## src/inc/btc_pkg.sv

```systemverilog
// Package of constants for the bus trigger comparator
`default_nettype none
package btc_pkg;
    localparam int ADDR_W = 16;
    localparam int DATA_W = 8;
    localparam int FIFO_DEPTH = 8;

    // Register word byte addresses
    localparam logic [7:0] OFS_CTRL = 8'h00;
    localparam logic [7:0] OFS_CMPA = 8'h04;
    localparam logic [7:0] OFS_CMPB = 8'h08;
    localparam logic [7:0] OFS_STAT = 8'h0C;
    localparam logic [7:0] OFS_FIFO = 8'h10;

    // Control field positions
    localparam int CTRL_ARM = 0;
    localparam int CTRL_RWV = 1;
    localparam int CTRL_RWEN = 2;
    localparam int CTRL_BREAKPOINT_REQUEST_ENABLE = 3;
    localparam int CTRL_TAG = 4;
    localparam int CTRL_MODE_LO = 8;
    localparam int CTRL_MODE_W = 4;

    // Status field positions
    localparam int STAT_ARMED = 0;
    localparam int STAT_ASEEN = 1;
    localparam int STAT_FULL = 2;
    localparam int STAT_EMPTY = 3;
    localparam int STAT_TRIG = 4;
    localparam int STAT_CNT_LO = 8;

    localparam logic [3:0] MODE_A_ONLY = 4'h0;
    localparam logic [3:0] MODE_A_OR_B = 4'h1;
    localparam logic [3:0] MODE_A_THEN_B = 4'h2;
    localparam logic [3:0] MODE_EVT_B = 4'h3;
    localparam logic [3:0] MODE_A_THEN_EVT_B = 4'h4;
    localparam logic [3:0] MODE_A_AND_D = 4'h5;
    localparam logic [3:0] MODE_A_NOT_D = 4'h6;
    localparam logic [3:0] MODE_IN_RANGE = 4'h7;
    localparam logic [3:0] MODE_OUT_RANGE = 4'h8;

    localparam logic [3:0] RST_MODE = 4'h0;
    localparam logic [31:0] RST_WORD = 32'h0000_0000;
endpackage
`default_nettype wire

```

## src/core/btc_top.sv

```systemverilog
// Bus trigger comparator with Wishbone registers and capture FIFO
`default_nettype none
module btc_top
    import btc_pkg::*;
#(
    parameter int AW = ADDR_W,
    parameter int DW = DATA_W,
    parameter int DEPTH = FIFO_DEPTH
) (
    input wire logic clk_i,
    input wire logic rst_i,
    // Wishbone classic slave
    input wire logic wb_cyc_i,
    input wire logic wb_stb_i,
    input wire logic wb_we_i,
    input wire logic [7:0] wb_adr_i,
    input wire logic [3:0] wb_sel_i,
    input wire logic [31:0] wb_dat_i,
    output logic [31:0] wb_dat_o,
    output logic wb_ack_o,
    // Watched processor bus, same clock
    input wire logic bus_valid_i,
    input wire logic [AW-1:0] bus_addr_i,
    input wire logic [DW-1:0] bus_data_i,
    input wire logic bus_rw_i,
    // Event outputs
    output logic trigger_o,
    output logic brk_req_o,
    output logic tag_req_o
);
    localparam int PW = $clog2(DEPTH);

    ////////////////////////////////////////////////////////////////////////
    // Register state, one word of flops
    typedef struct packed {
        // Register bus answer
        logic [31:0] dat;
        logic ack;
        // Control fields set by software
        logic arm;
        logic rwv;
        logic rwen;
        logic breakpoint_request_enable;
        logic tag;
        logic [CTRL_MODE_W-1:0] mode;
        // Comparator values
        logic [AW-1:0] cmpa;
        logic [AW-1:0] cmpb;
        // Run progress
        logic aseen;
        logic trig_seen;
        // One-cycle event pulses
        logic trig;
        logic brk;
        logic tagr;
    } btc_top_s;

    btc_top_s st_reg;
    btc_top_s st_next;

    ////////////////////////////////////////////////////////////////////////
    // Combinational terms
    logic a_eq;
    logic b_eq;
    logic d_eq;
    logic ge_a;
    logic le_b;
    logic a_match;

    logic hit;
    logic cap;
    logic rw_ok;
    logic store_mode;
    logic full_mode;
    logic eval;
    logic brk_fire;
    logic tag_fire;
    logic fills_now;

    logic f_full;
    logic f_empty;
    logic f_rd;
    logic f_clr;
    logic [DW-1:0] f_data;
    logic [PW:0] f_cnt;

    logic req;
    logic wr;
    logic rd;
    logic ctl_sel;
    logic fifo_sel;
    logic [31:0] wmask;

    ////////////////////////////////////////////////////////////////////////
    // Comparator pair and capture store
    btc_cmp #(
        .AW(AW),
        .DW(DW)
    ) u_cmp (
        .addr_i(bus_addr_i),
        .data_i(bus_data_i),
        .cmpa_i(st_reg.cmpa),
        .cmpb_i(st_reg.cmpb),
        .a_eq_o(a_eq),
        .b_eq_o(b_eq),
        .d_eq_o(d_eq),
        .ge_a_o(ge_a),
        .le_b_o(le_b)
    );

    btc_fifo #(
        .DW(DW),
        .DEPTH(DEPTH),
        .PW(PW)
    ) u_fifo (
        .clk_i(clk_i),
        .rst_i(rst_i),
        .clr_i(f_clr),
        .wr_i(cap),
        .wdata_i(bus_data_i),
        .rd_i(f_rd),
        .rdata_o(f_data),
        .full_o(f_full),
        .empty_o(f_empty),
        .count_o(f_cnt)
    );

    ////////////////////////////////////////////////////////////////////////
    // Byte lanes and register words
    function automatic logic [31:0] sel_mask(input logic [3:0] sel);
        sel_mask = '0;
        for (int i = 0; i < 4; i++) begin
            sel_mask[8*i +: 8] = {8{sel[i]}};
        end
    endfunction

    function automatic logic [31:0] merge(input logic [31:0] old,
                                          input logic [31:0] nw,
                                          input logic [31:0] m);
        merge = (old & ~m) | (nw & m);
    endfunction

    function automatic logic [31:0] status_word(input logic armed,
                                                input logic seen,
                                                input logic full,
                                                input logic empty,
                                                input logic trig,
                                                input logic [PW:0] cnt);
        status_word = RST_WORD;
        status_word[STAT_ARMED] = armed;
        status_word[STAT_ASEEN] = seen;
        status_word[STAT_FULL] = full;
        status_word[STAT_EMPTY] = empty;
        status_word[STAT_TRIG] = trig;
        status_word[STAT_CNT_LO +: PW+1] = cnt;
    endfunction

    ////////////////////////////////////////////////////////////////////////
    // Bus decode
    assign req = wb_cyc_i && wb_stb_i && !st_reg.ack;
    assign wr = req && wb_we_i;
    assign rd = req && !wb_we_i;
    assign wmask = sel_mask(wb_sel_i);
    assign ctl_sel = (wb_adr_i == OFS_CTRL);
    assign fifo_sel = (wb_adr_i == OFS_FIFO);
    // Reading the FIFO word pops one entry
    assign f_rd = rd && fifo_sel && wb_sel_i[0];
    // Arming a run starts a fresh capture
    assign f_clr = wr && ctl_sel && wb_sel_i[0]
                   && wb_dat_i[CTRL_ARM] && !st_reg.arm;

    ////////////////////////////////////////////////////////////////////////
    // Trigger evaluation
    assign eval = st_reg.arm && bus_valid_i;
    assign rw_ok = !st_reg.rwen || (bus_rw_i == st_reg.rwv);
    assign store_mode = (st_reg.mode == MODE_EVT_B) ||
                        (st_reg.mode == MODE_A_THEN_EVT_B);
    assign full_mode = (st_reg.mode == MODE_A_AND_D) ||
                       (st_reg.mode == MODE_A_NOT_D);

    always_comb begin
        hit = 1'b0;
        case (st_reg.mode)
            MODE_A_ONLY: begin
                hit = a_eq;
            end
            MODE_A_OR_B: begin
                hit = a_eq || b_eq;
            end
            MODE_A_THEN_B: begin
                hit = b_eq && st_reg.aseen;
            end
            MODE_EVT_B: begin
                hit = b_eq;
            end
            MODE_A_THEN_EVT_B: begin
                hit = b_eq && st_reg.aseen;
            end
            MODE_A_AND_D: begin
                hit = a_eq && d_eq && rw_ok;
            end
            MODE_A_NOT_D: begin
                hit = a_eq && !d_eq && rw_ok;
            end
            MODE_IN_RANGE: begin
                hit = ge_a && le_b;
            end
            MODE_OUT_RANGE: begin
                hit = !ge_a || !le_b;
            end
            default: begin
                hit = 1'b0;
            end
        endcase
        hit = hit && eval;
    end

    // Capture only in store modes, never past full
    assign cap = hit && store_mode && !f_full;

    ////////////////////////////////////////////////////////////////////////
    // Event requests and run control
    assign a_match = eval && a_eq;
    // Plain breakpoint: a trigger with requests on and tag off
    assign brk_fire = st_reg.breakpoint_request_enable && !st_reg.tag && hit;
    // Tag request in full modes needs only the A address
    assign tag_fire = st_reg.breakpoint_request_enable && st_reg.tag &&
                      (full_mode ? a_match : hit);
    // This capture takes the last free slot
    assign fills_now = cap && (f_cnt == (PW+1)'(DEPTH - 1));

    ////////////////////////////////////////////////////////////////////////
    // Next state
    always_comb begin
        st_next = st_reg;
        st_next.ack = req;
        st_next.trig = hit;
        st_next.brk = brk_fire;
        st_next.tagr = tag_fire;

        if (hit) begin
            st_next.trig_seen = 1'b1;
        end

        if (a_match) begin
            st_next.aseen = 1'b1;
        end

        // Run stops once the FIFO cannot take more
        if (st_reg.arm && store_mode && (f_full || fills_now)) begin
            st_next.arm = 1'b0;
        end

        // Register read mux, zero outside the answer cycle
        st_next.dat = RST_WORD;
        if (rd) begin
            case (wb_adr_i)
                OFS_CTRL: begin
                    st_next.dat[CTRL_ARM] = st_reg.arm;
                    st_next.dat[CTRL_RWV] = st_reg.rwv;
                    st_next.dat[CTRL_RWEN] = st_reg.rwen;
                    st_next.dat[CTRL_BREAKPOINT_REQUEST_ENABLE] = st_reg.breakpoint_request_enable;
                    st_next.dat[CTRL_TAG] = st_reg.tag;
                    st_next.dat[CTRL_MODE_LO +: CTRL_MODE_W] = st_reg.mode;
                end
                OFS_CMPA: begin
                    st_next.dat[AW-1:0] = st_reg.cmpa;
                end
                OFS_CMPB: begin
                    st_next.dat[AW-1:0] = st_reg.cmpb;
                end
                OFS_STAT: begin
                    st_next.dat = status_word(st_reg.arm, st_reg.aseen,
                                              f_full, f_empty,
                                              st_reg.trig_seen, f_cnt);
                end
                OFS_FIFO: begin
                    st_next.dat[DW-1:0] = f_data;
                end
                default: begin
                    st_next.dat = RST_WORD;
                end
            endcase
        end

        // Register writes; a write of arm beats the auto-stop
        if (wr) begin
            case (wb_adr_i)
                OFS_CTRL: begin
                    if (wb_sel_i[0]) begin
                        st_next.arm = wb_dat_i[CTRL_ARM];
                        st_next.rwv = wb_dat_i[CTRL_RWV];
                        st_next.rwen = wb_dat_i[CTRL_RWEN];
                        st_next.breakpoint_request_enable = wb_dat_i[CTRL_BREAKPOINT_REQUEST_ENABLE];
                        st_next.tag = wb_dat_i[CTRL_TAG];
                    end
                    if (wb_sel_i[1]) begin
                        st_next.mode =
                            wb_dat_i[CTRL_MODE_LO +: CTRL_MODE_W];
                    end
                    // A fresh arm forgets any earlier A match
                    if (f_clr) begin
                        st_next.aseen = 1'b0;
                        st_next.trig_seen = 1'b0;
                    end
                end
                OFS_CMPA: begin
                    st_next.cmpa = AW'(merge(32'(st_reg.cmpa), wb_dat_i,
                                             wmask));
                end
                OFS_CMPB: begin
                    st_next.cmpb = AW'(merge(32'(st_reg.cmpb), wb_dat_i,
                                             wmask));
                end
                default: begin
                end
            endcase
        end
    end

    ////////////////////////////////////////////////////////////////////////
    // State register
    always_ff @(posedge clk_i) begin
        if (rst_i) begin
            st_reg <= '0;
            st_reg.mode <= RST_MODE;
        end else begin
            st_reg <= st_next;
        end
    end

    ////////////////////////////////////////////////////////////////////////
    // Outputs straight from the state flops
    assign wb_dat_o = st_reg.dat;
    assign wb_ack_o = st_reg.ack;
    assign trigger_o = st_reg.trig;
    assign brk_req_o = st_reg.brk;
    assign tag_req_o = st_reg.tagr;
endmodule
`default_nettype wire

```

## src/core/btc_cmp.sv

```systemverilog
// Comparator pair producing address and data match terms
`default_nettype none
module btc_cmp
    import btc_pkg::*;
#(
    parameter int AW = ADDR_W,
    parameter int DW = DATA_W
) (
    input wire logic [AW-1:0] addr_i,
    input wire logic [DW-1:0] data_i,
    input wire logic [AW-1:0] cmpa_i,
    input wire logic [AW-1:0] cmpb_i,
    output logic a_eq_o,
    output logic b_eq_o,
    output logic d_eq_o,
    output logic ge_a_o,
    output logic le_b_o
);
    assign a_eq_o = (addr_i == cmpa_i);
    assign b_eq_o = (addr_i == cmpb_i);
    // Only the low byte of B is a data value
    assign d_eq_o = (data_i == cmpb_i[DW-1:0]);
    assign ge_a_o = (addr_i >= cmpa_i);
    assign le_b_o = (addr_i <= cmpb_i);
endmodule
`default_nettype wire

```

## src/core/btc_fifo.sv

```systemverilog
// Capture FIFO for stored bus data
`default_nettype none
module btc_fifo
    import btc_pkg::*;
#(
    parameter int DW = DATA_W,
    parameter int DEPTH = FIFO_DEPTH,
    parameter int PW = $clog2(DEPTH)
) (
    input wire logic clk_i,
    input wire logic rst_i,
    input wire logic clr_i,
    input wire logic wr_i,
    input wire logic [DW-1:0] wdata_i,
    input wire logic rd_i,
    output logic [DW-1:0] rdata_o,
    output logic full_o,
    output logic empty_o,
    output logic [PW:0] count_o
);
    typedef struct packed {
        logic [PW-1:0] wp;
        logic [PW-1:0] rp;
        logic [PW:0] cnt;
    } btc_fifo_s;
    btc_fifo_s st_reg;
    btc_fifo_s st_next;
    logic [DW-1:0] mem [DEPTH];
    logic do_wr;
    logic do_rd;

    assign full_o = (st_reg.cnt == (PW+1)'(DEPTH));
    assign empty_o = (st_reg.cnt == '0);
    assign count_o = st_reg.cnt;
    assign rdata_o = mem[st_reg.rp];
    assign do_wr = wr_i && !full_o;
    assign do_rd = rd_i && !empty_o;

    function automatic logic [PW-1:0] bump(input logic [PW-1:0] p);
        bump = (p == PW'(DEPTH - 1)) ? '0 : p + 1'b1;
    endfunction

    always_comb begin
        st_next = st_reg;
        if (do_wr) begin
            st_next.wp = bump(st_reg.wp);
        end
        if (do_rd) begin
            st_next.rp = bump(st_reg.rp);
        end
        if (do_wr && !do_rd) begin
            st_next.cnt = st_reg.cnt + 1'b1;
        end else if (do_rd && !do_wr) begin
            st_next.cnt = st_reg.cnt - 1'b1;
        end
        if (clr_i) begin
            st_next = '0;
        end
    end

    always_ff @(posedge clk_i) begin
        if (rst_i) begin
            st_reg <= '0;
        end else begin
            st_reg <= st_next;
        end
    end

    always_ff @(posedge clk_i) begin
        if (do_wr && !clr_i) begin
            mem[st_reg.wp] <= wdata_i;
        end
    end
endmodule
`default_nettype wire

```

## config.mk

```make
export PLATFORM = sky130hd
export DESIGN_NAME = btc_top
export DESIGN_NICKNAME = d
export VERILOG_FILES = /design/src/inc/btc_pkg.sv /design/src/core/btc_top.sv /design/src/core/btc_cmp.sv /design/src/core/btc_fifo.sv
export SDC_FILE = /design/constraint.sdc
export NUM_CORES = 1
export LEC_CHECK = 0
export BUFFER_PORTS_ARGS = -buffer_cell sky130_fd_sc_hd__buf_2
export CELL_PAD_IN_SITES_DETAIL_PLACEMENT = 0
export CELL_PAD_IN_SITES_GLOBAL_PLACEMENT = 1
export CORE_ASPECT_RATIO = 0.7
export CORE_MARGIN = 2
export CORE_UTILIZATION = 31
export DETAILED_ROUTE_END_ITERATION = 16
export GPL_TIMING_DRIVEN = 0
export PLACE_DENSITY_LB_ADDON = 0.1
export REMOVE_ABC_BUFFERS = 1
export SETUP_SLACK_MARGIN = 0.02
export SYNTH_ARGS = -nofsm -noshare
export SYNTH_HDL_FRONTEND = slang
export SYNTH_SLANG_ARGS = --single-unit
```

## constraint.sdc

```tcl
create_clock -name clk_i -period 12 [get_ports clk_i]
set_input_delay 2.4 -clock clk_i [delete_from_list [all_inputs] [get_ports clk_i]]
set_output_delay 2.4 -clock clk_i [all_outputs]
set_load 0.005 [all_outputs]
```

==> reports/qor.yml, run 1 <==
timing:
  finClkSkew_ns: 0.00916
  worst_pin_slew_ns: 1.22
  hold_violations: 0
  whs_ns: 0.447
  relSlewSlack: 0.188
  grt_setup_unrepaired: "no"
  setup_viol: 0
  fmax_ghz: 0.164
  tns_ns: 0
  fin_crit_sh: 0.507
  fin_crit_ns: 6.09
  slew_viol_final: 0
die:
  die_area_um2: 23600
  start_util: 0.318
  die_height_um: 129
  die_w_um: 183
  core_area_um2: 21800
  ioPinCount: 111
  num_rows: 45
placement:
  place_congestion: 0.797
  port_buffers: 76
  place_area_um2: 7430
  dpl.hpwl_um: 13900
synth:
  synthMostInstantiatedCell: "nand2_1"
  syn_area_um2: 6930
  synth_top_area_cell: "edfxtp_1"
  ys_seq_area_frac: 0.497
  synth-seq-cells: 140
  ys_types: 62
  syn_avg_cell_area_um2: 10.9
  dominantRegCellSynth: "dfxtp_1"
  synth_top_area_share: 0.277
  synthTopCellsByCount: "85 x nand2_1, 76 x dfxtp_1, 64 x edfxtp_1"
  synth_edf_count: 64
  async_flop_share: 0
  yosys_warnings: 0
  ys_top_cells_by_area: "edfxtp_1 28%, dfxtp_1 22%, mux4_2 7.8%"
  synthCells: 638
clocking:
  cts_resized: 0
  cts.clk_slew.worst_paths_ns: 0.06
  cts_setup_buffers: 0
  cts_tree: "built"
  holdBufCountCts: 0
  cts_root_buffer: "clkbuf_16"
  cts_buffers: 17
  htreeDepth: 4
  clock_sinks: 140
  clockBufferDepth: 2
  insertion_delay_ns: 0.42
critical_path:
  worst_ep_arrival_time_ns: 6.39
  criticalPathCategory: "in -> reg"
  cp_top_family: "simple AND/OR/NAND/NOR gates"
  endpoint_kind: "flop"
  cpPeakStageDelay_ns: 0.83
  path_cells: "buf_2 -> ha_1 -> nand4_1 -> nor3_1 -> and4_1 -> a31o_1 -> nor4bb_1 -> o31ai_4 -> inv_2 -> ha_1 -> inv_1 -> ha_1 -> a21o_1 -> a21oi_1 -> xnor2_1 -> nor2_1 -> xnor2_1 -> nor2_1"
  timing.critical_path.mode_cell: "ha_1"
  critical_path.max_fanout: 12
  start_kind: "input port"
  cpMaxStageDelayCell: "nor4bb_1"
  cp_num_buf_inv: 3
  crit_required_ns: 12.30
cells_and_area:
  postLayoutCellArea_um2: 8060
  num-fill-cells: 2146
  drive_above_1_share: 0.215
  diodes: 0
  nets: 813
  syn_to_final_growth_pct: 16.2
grt:
  antenna_found_initial: 0
  grt_pass1_vias: 4818
  grt_pass1_wl_um: 28300
  met2_usage: 0.231
  grt.busiest_layer: "met1"
  gr-total-overflow: 0
  use_met1: 0.249
  grt_usage: 0.164
  met3_usage: 0.0385
  grt_max_degree: 49
route:
  initialDrtViolationCount: 410
  wl_um: 18400
  wl_per_cell_um: 18.5
  vias: 4790
  vias_per_cell: 4.82
  drc: 0
  drtPass1Iterations: 5
  ant_nets: 0
status:
  status: "finished, final reports clean"
power_and_ir_drop:
  power_mw: 1.10
  ir_worst_vdd_mv: 0.104
  power.density_nw_per_um2: 136
  p_leak_nw: 2.87
job:
  maxCapViolCount: 0
hold_path:
  min_path_type: "reg -> reg"
[path summary, 6_finish.rpt]
| kind | from | to | slack [ns] | cells past startpoint |
|---|---|---|---|---|
| max | bus_addr_i[11] | u_fifo.count_o[3] | 5.91 | 18 |
| min | st_reg[3] | st_reg[3] | 0.45 | 2 |
| max reg2reg | flop | u_fifo.count_o[3] | 7.59 | 18 |
| min reg2reg | st_reg[3] | st_reg[3] | 0.45 | 2 |
[power breakdown]
group          internal (mW)  switching [mW]
Combinational         0.0170          0.0294
Sequential             0.498        0.000165
Clock                  0.332           0.220
Total                  0.847           0.249
[layout by cell type, fill, tap and decap left out, types with 4 or more instances in the layout]
cell       Yosys  layout
nand2_1       85      85
dfxtp_1       76      76
buf_2          1      76
edfxtp_1      64      64
a21oi_1       59      59
nor2_1        55      55
inv_1         39      39
ha_1          39      39
mux4_2        24      24
mux2i_1       23      23
clkbuf_16      0      17
conb_1         1      16
nand4_1       13      13
xnor2_1       12      12
nand3_1        5       5
o21ai_0        5       5
nand3b_1       5       5
o22ai_1        5       5
nor4b_2        3       5
a21o_1         4       4
nor2b_1        4       4
or4_1          4       4
a22oi_1        4       4
and3_1         4       4
inv_6          0       4
clkinv_4       0       4
[final cells by class]
cell class | count | area, um^2 | share of cell area
Timing Repair Buffer | 79 | 403 | 0.0500
Clock buffer | 18 | 429 | 0.0532
Tap cell | 282 | 353 | 0.0438
Sequential cell | 140 | 3440 | 0.427
Inverter | 40 | 150 | 0.0186
Clock inverter | 14 | 183 | 0.0227
Multi-Input combinational cell | 420 | 3100 | 0.385
[logic make-up after synthesis]
group	synth area share
AOI/OAI and AO/OA	0.0770
xor gates and xnor gates	0.0177
adders and majority gates	0.0733
buffers and inverters	0.0700
DFF	0.497
muxes	0.111
other	0.000541
and+or+nand+nor	0.154
[routing by layer]
metal / vias up / share of wire
li1: 2367 / -
met1: 2300 / 0.53
met2: 113 / 0.41
met3: 10 / 0.051
met4: 0 / 0.0099
met5: - / 0
[worst register-to-register path, stage by stage (launching register included)]
cell and delay, ns:
dfxtp_1 0.36, inv_1 0.06, ha_1 0.30, nand4_1 0.22, nor3_1 0.26, and4_1 0.33, a31o_1 0.21, nor4bb_1 0.83
o31ai_4 0.31, inv_2 0.10, ha_1 0.19, inv_1 0.09, ha_1 0.28, a21o_1 0.18, a21oi_1 0.17, xnor2_1 0.13
nor2_1 0.06, xnor2_1 0.15, nor2_1 0.05
[per-stage QoR]
stage,worst slack [ns],utilization,instances
finish,5.91,0.370,993
global placement,4.89,0.339,958
detailed placement,5.31,0.341,961
global route,5.61,0.370,993
CTS,5.75,0.369,993
floorplan,6.14,-,600
Power figures use the tool's default switching activity.
==> inputs of run 2 (changes only) <==
clock period = 4.9 ns   (was 12 ns; I/O delays follow)
==> run 2 against run 1 <==
Compared with the run above: wire length rose by 0.17%; via count increased by 0.15%; worst setup slack got worse by 5.5 ns; clock power up 150%; clock skew about the same; power increased by 140%; utilization is essentially flat; flip-flop and latch count is the same; worst hold slack hardly changed; non-clock buffer count did not move; cell area hardly changed; die area unchanged; largest cell class unchanged.
==> reports/qor.yml, run 2 (same netlist as run 1, synthesis figures left out) <==
critical_path:
  endpoint_kind: "flop"  # unchanged
  criticalPathCategory: "in -> reg"  # unchanged
  cp_top_family: "compound AO/OA/AOI/OAI gates"  # was simple AND/OR/NAND/NOR gates
  reg2reg_to: "u_fifo.count_o[3]"  # unchanged
  critical_path.max_fanout: 12  # unchanged
  endpoint: "u_fifo.count_o[3]"  # unchanged
  worst_ep_arrival_time_ns: 4.78  # was 6.39 ns
  cpMaxStageDelayCell: "o31ai_4"  # was nor4bb_1
  path_cells: "buf_2 -> ha_1 -> nand4_1 -> nor2_1 -> a221o_1 -> or3_1 -> nor4bb_2 -> o31ai_4 -> inv_2 -> ha_1 -> inv_1 -> ha_1 -> a21o_1 -> a21oi_1 -> xnor2_1 -> nor2_1 -> xnor2_1 -> nor2_1"  # was buf_2 -> ha_1 -> nand4_1 -> nor3_1 -> and4_1 -> a31o_1 -> nor4bb_1 -> o31ai_4 -> inv_2 -> ha_1 -> inv_1 -> ha_1 -> a21o_1 -> a21oi_1 -> xnor2_1 -> nor2_1 -> xnor2_1 -> nor2_1
  worst-path-stages: 18  # unchanged
  cpPeakStageDelay_ns: 0.70  # was 0.83 ns
  rrSetupSlack_ns: 0.70  # was 7.59 ns
  crit_required_ns: 5.20  # was 12.30 ns
  crit_path_start: "bus_addr_i[14]"  # was bus_addr_i[11]
  cp_num_buf_inv: 3  # unchanged
  reg2reg_depth: 18  # unchanged
  start_kind: "input port"  # unchanged
grt:
  grt_max_degree: 49  # unchanged
  grt_pass1_vias: 4818  # unchanged
  grt_pass1_wl_um: 28300  # unchanged
  grt_usage: 0.164  # unchanged
  gr-total-overflow: 0  # unchanged
  antenna_found_initial: 0  # unchanged
timing:
  fmax_ghz: 0.223
  worst_pin_slew_ns: 1.22  # about the same
  fin_crit_ns: 4.48
  hold_violations: 0  # unchanged
  setup_viol: 0  # unchanged
  slew_viol_final: 0  # unchanged
  fin_crit_sh: 0.914
  grt_setup_unrepaired: "no"  # unchanged
  relSlewSlack: 0.188  # about the same
  finClkSkew_ns: 0.00919  # was 0.00916 ns
  worst_slack_ns: 0.423  # was 5.91 ns
  whs_ns: 0.447  # about the same
  tns_ns: 0  # unchanged
power_and_ir_drop:
  power.density_nw_per_um2: 333  # was 136 nW/um^2
  p_sw_mw: 0.611  # was 0.249 mW
  clkPwrFrac: 0.503  # about the same
  ir_worst_vdd_mv: 0.254  # was 0.104 mV
  power_mw: 2.68  # was 1.10 mW
  p_leak_nw: 2.87  # about the same
  p_comb_frac: 0.042  # about the same
  switching_share: 0.227  # about the same
  p_seq_frac: 0.455  # about the same
  intPower_mw: 2.07  # was 0.847 mW
cells_and_area:
  final_cell_mix: "85 x nand2_1, 76 x dfxtp_1, 76 x buf_2"  # unchanged
  drive_above_1_share: 0.217  # was 0.215
  final_util: 0.370  # about the same
  syn_to_final_growth_pct: 16.3  # was 16.2%
  nets: 813  # unchanged
  final_common_cell: "nand2_1"  # unchanged
  diodes: 0  # unchanged
die:
  num_rows: 45  # unchanged
  die_height_um: 129  # unchanged
  start_util: 0.318  # unchanged
  die_w_um: 183  # unchanged
  ioPinCount: 111  # unchanged
  core_area_um2: 21800  # unchanged
  die_area_um2: 23600  # unchanged
route:
  vias_per_cell: 4.83  # was 4.82
  initialDrtViolationCount: 417  # was 410
  drtPass1Iterations: 5  # unchanged
  drc: 0  # unchanged
  wl_per_cell_um: 18.5  # about the same
  wl_um: 18400  # about the same
  vias: 4797  # was 4,790
  ant_nets: 0  # unchanged
clocking:
  cts_setup_buffers: 0  # unchanged
  cts_tree: "built"  # unchanged
  cts_resized: 0  # unchanged
  htreeDepth: 4  # unchanged
  cts_root_buffer: "clkbuf_16"  # unchanged
  cts_buffers: 17  # unchanged
  clockBufferDepth: 2  # unchanged
  insertion_delay_ns: 0.42  # about the same
  cts.clk_slew.worst_paths_ns: 0.06  # about the same
  holdBufCountCts: 0  # unchanged
  clock_sinks: 140  # unchanged
placement:
  pre_cts_ws_ns: -0.366  # was 5.31 ns
  place_congestion: 0.797  # unchanged
  dpl.hpwl_um: 13900  # unchanged
  port_buffers: 76  # unchanged
hold_path:
  hold_start: "st_reg[3]"  # unchanged
  min_path_type: "reg -> reg"  # unchanged
job:
  maxCapViolCount: 0  # unchanged
status:
  status: "finished, final reports clean"  # unchanged
==> run 2: cell counts in the layout (fill, tap and decap cells not counted) <==
No cell type changed its count.
==> run 2: layer usage <==
metal	GRT usage	wire [um]
met4	0.0465	182
met1	0.249	9780
met2	0.231	7520
met5	0	0
met3	0.0385	920
==> run 2: worst register-to-register path: stages, from the launching register on <==
cell and delay (ns):
dfxtp_1 0.36, inv_1 0.06, ha_1 0.30, nand4_1 0.22
nor3_1 0.26, and4_1 0.32, a31o_1 0.20, a21oi_1 0.18
o31ai_4 0.80, inv_2 0.04, ha_1 0.23, inv_1 0.11
ha_1 0.24, a21o_1 0.18, a21oi_1 0.17, xnor2_1 0.13
nor2_1 0.06, xnor2_1 0.15, nor2_1 0.05
==> run 2: cell type report <==
cell class	count	area [um^2]
well taps	282	353
repair buffers	79	403
clock buffers	18	429
clock inverters	14	183
flip-flops and latches	140	3440
fillers	2144	13700
inverters	40	150
multi-input cells	420	3110
==> run 2: power by group through the flow <==
stage	clock network (mW)	logic, mW	registers [mW]
2_1_floorplan	0	0.0450	1.25
3_3_place_gp	0	0.112	1.25
3_5_place_dp	0	0.115	1.25
4_1_cts	1.38	0.115	1.22
5_1_grt	1.43	0.127	1.22
6_report	1.35	0.114	1.22
==> run 2: how the worst min path moves through the flow <==
stage	endpoint	depth (start not counted)
after floorplan	st_reg[3]	2
after global placement	flop	2
after detailed placement	st_reg[3]	2
after CTS	st_reg[3]	2
after global routing	st_reg[3]	2
final	st_reg[3]	2
==> run 2: through the flow <==
stage          instance area [um^2]  cells
2_1_floorplan                  6660    600
3_3_place_gp                   7390    958
3_5_place_dp                   7430    961
4_1_cts                        8040    993
5_1_grt                        8070    993
6_report                       8070    993
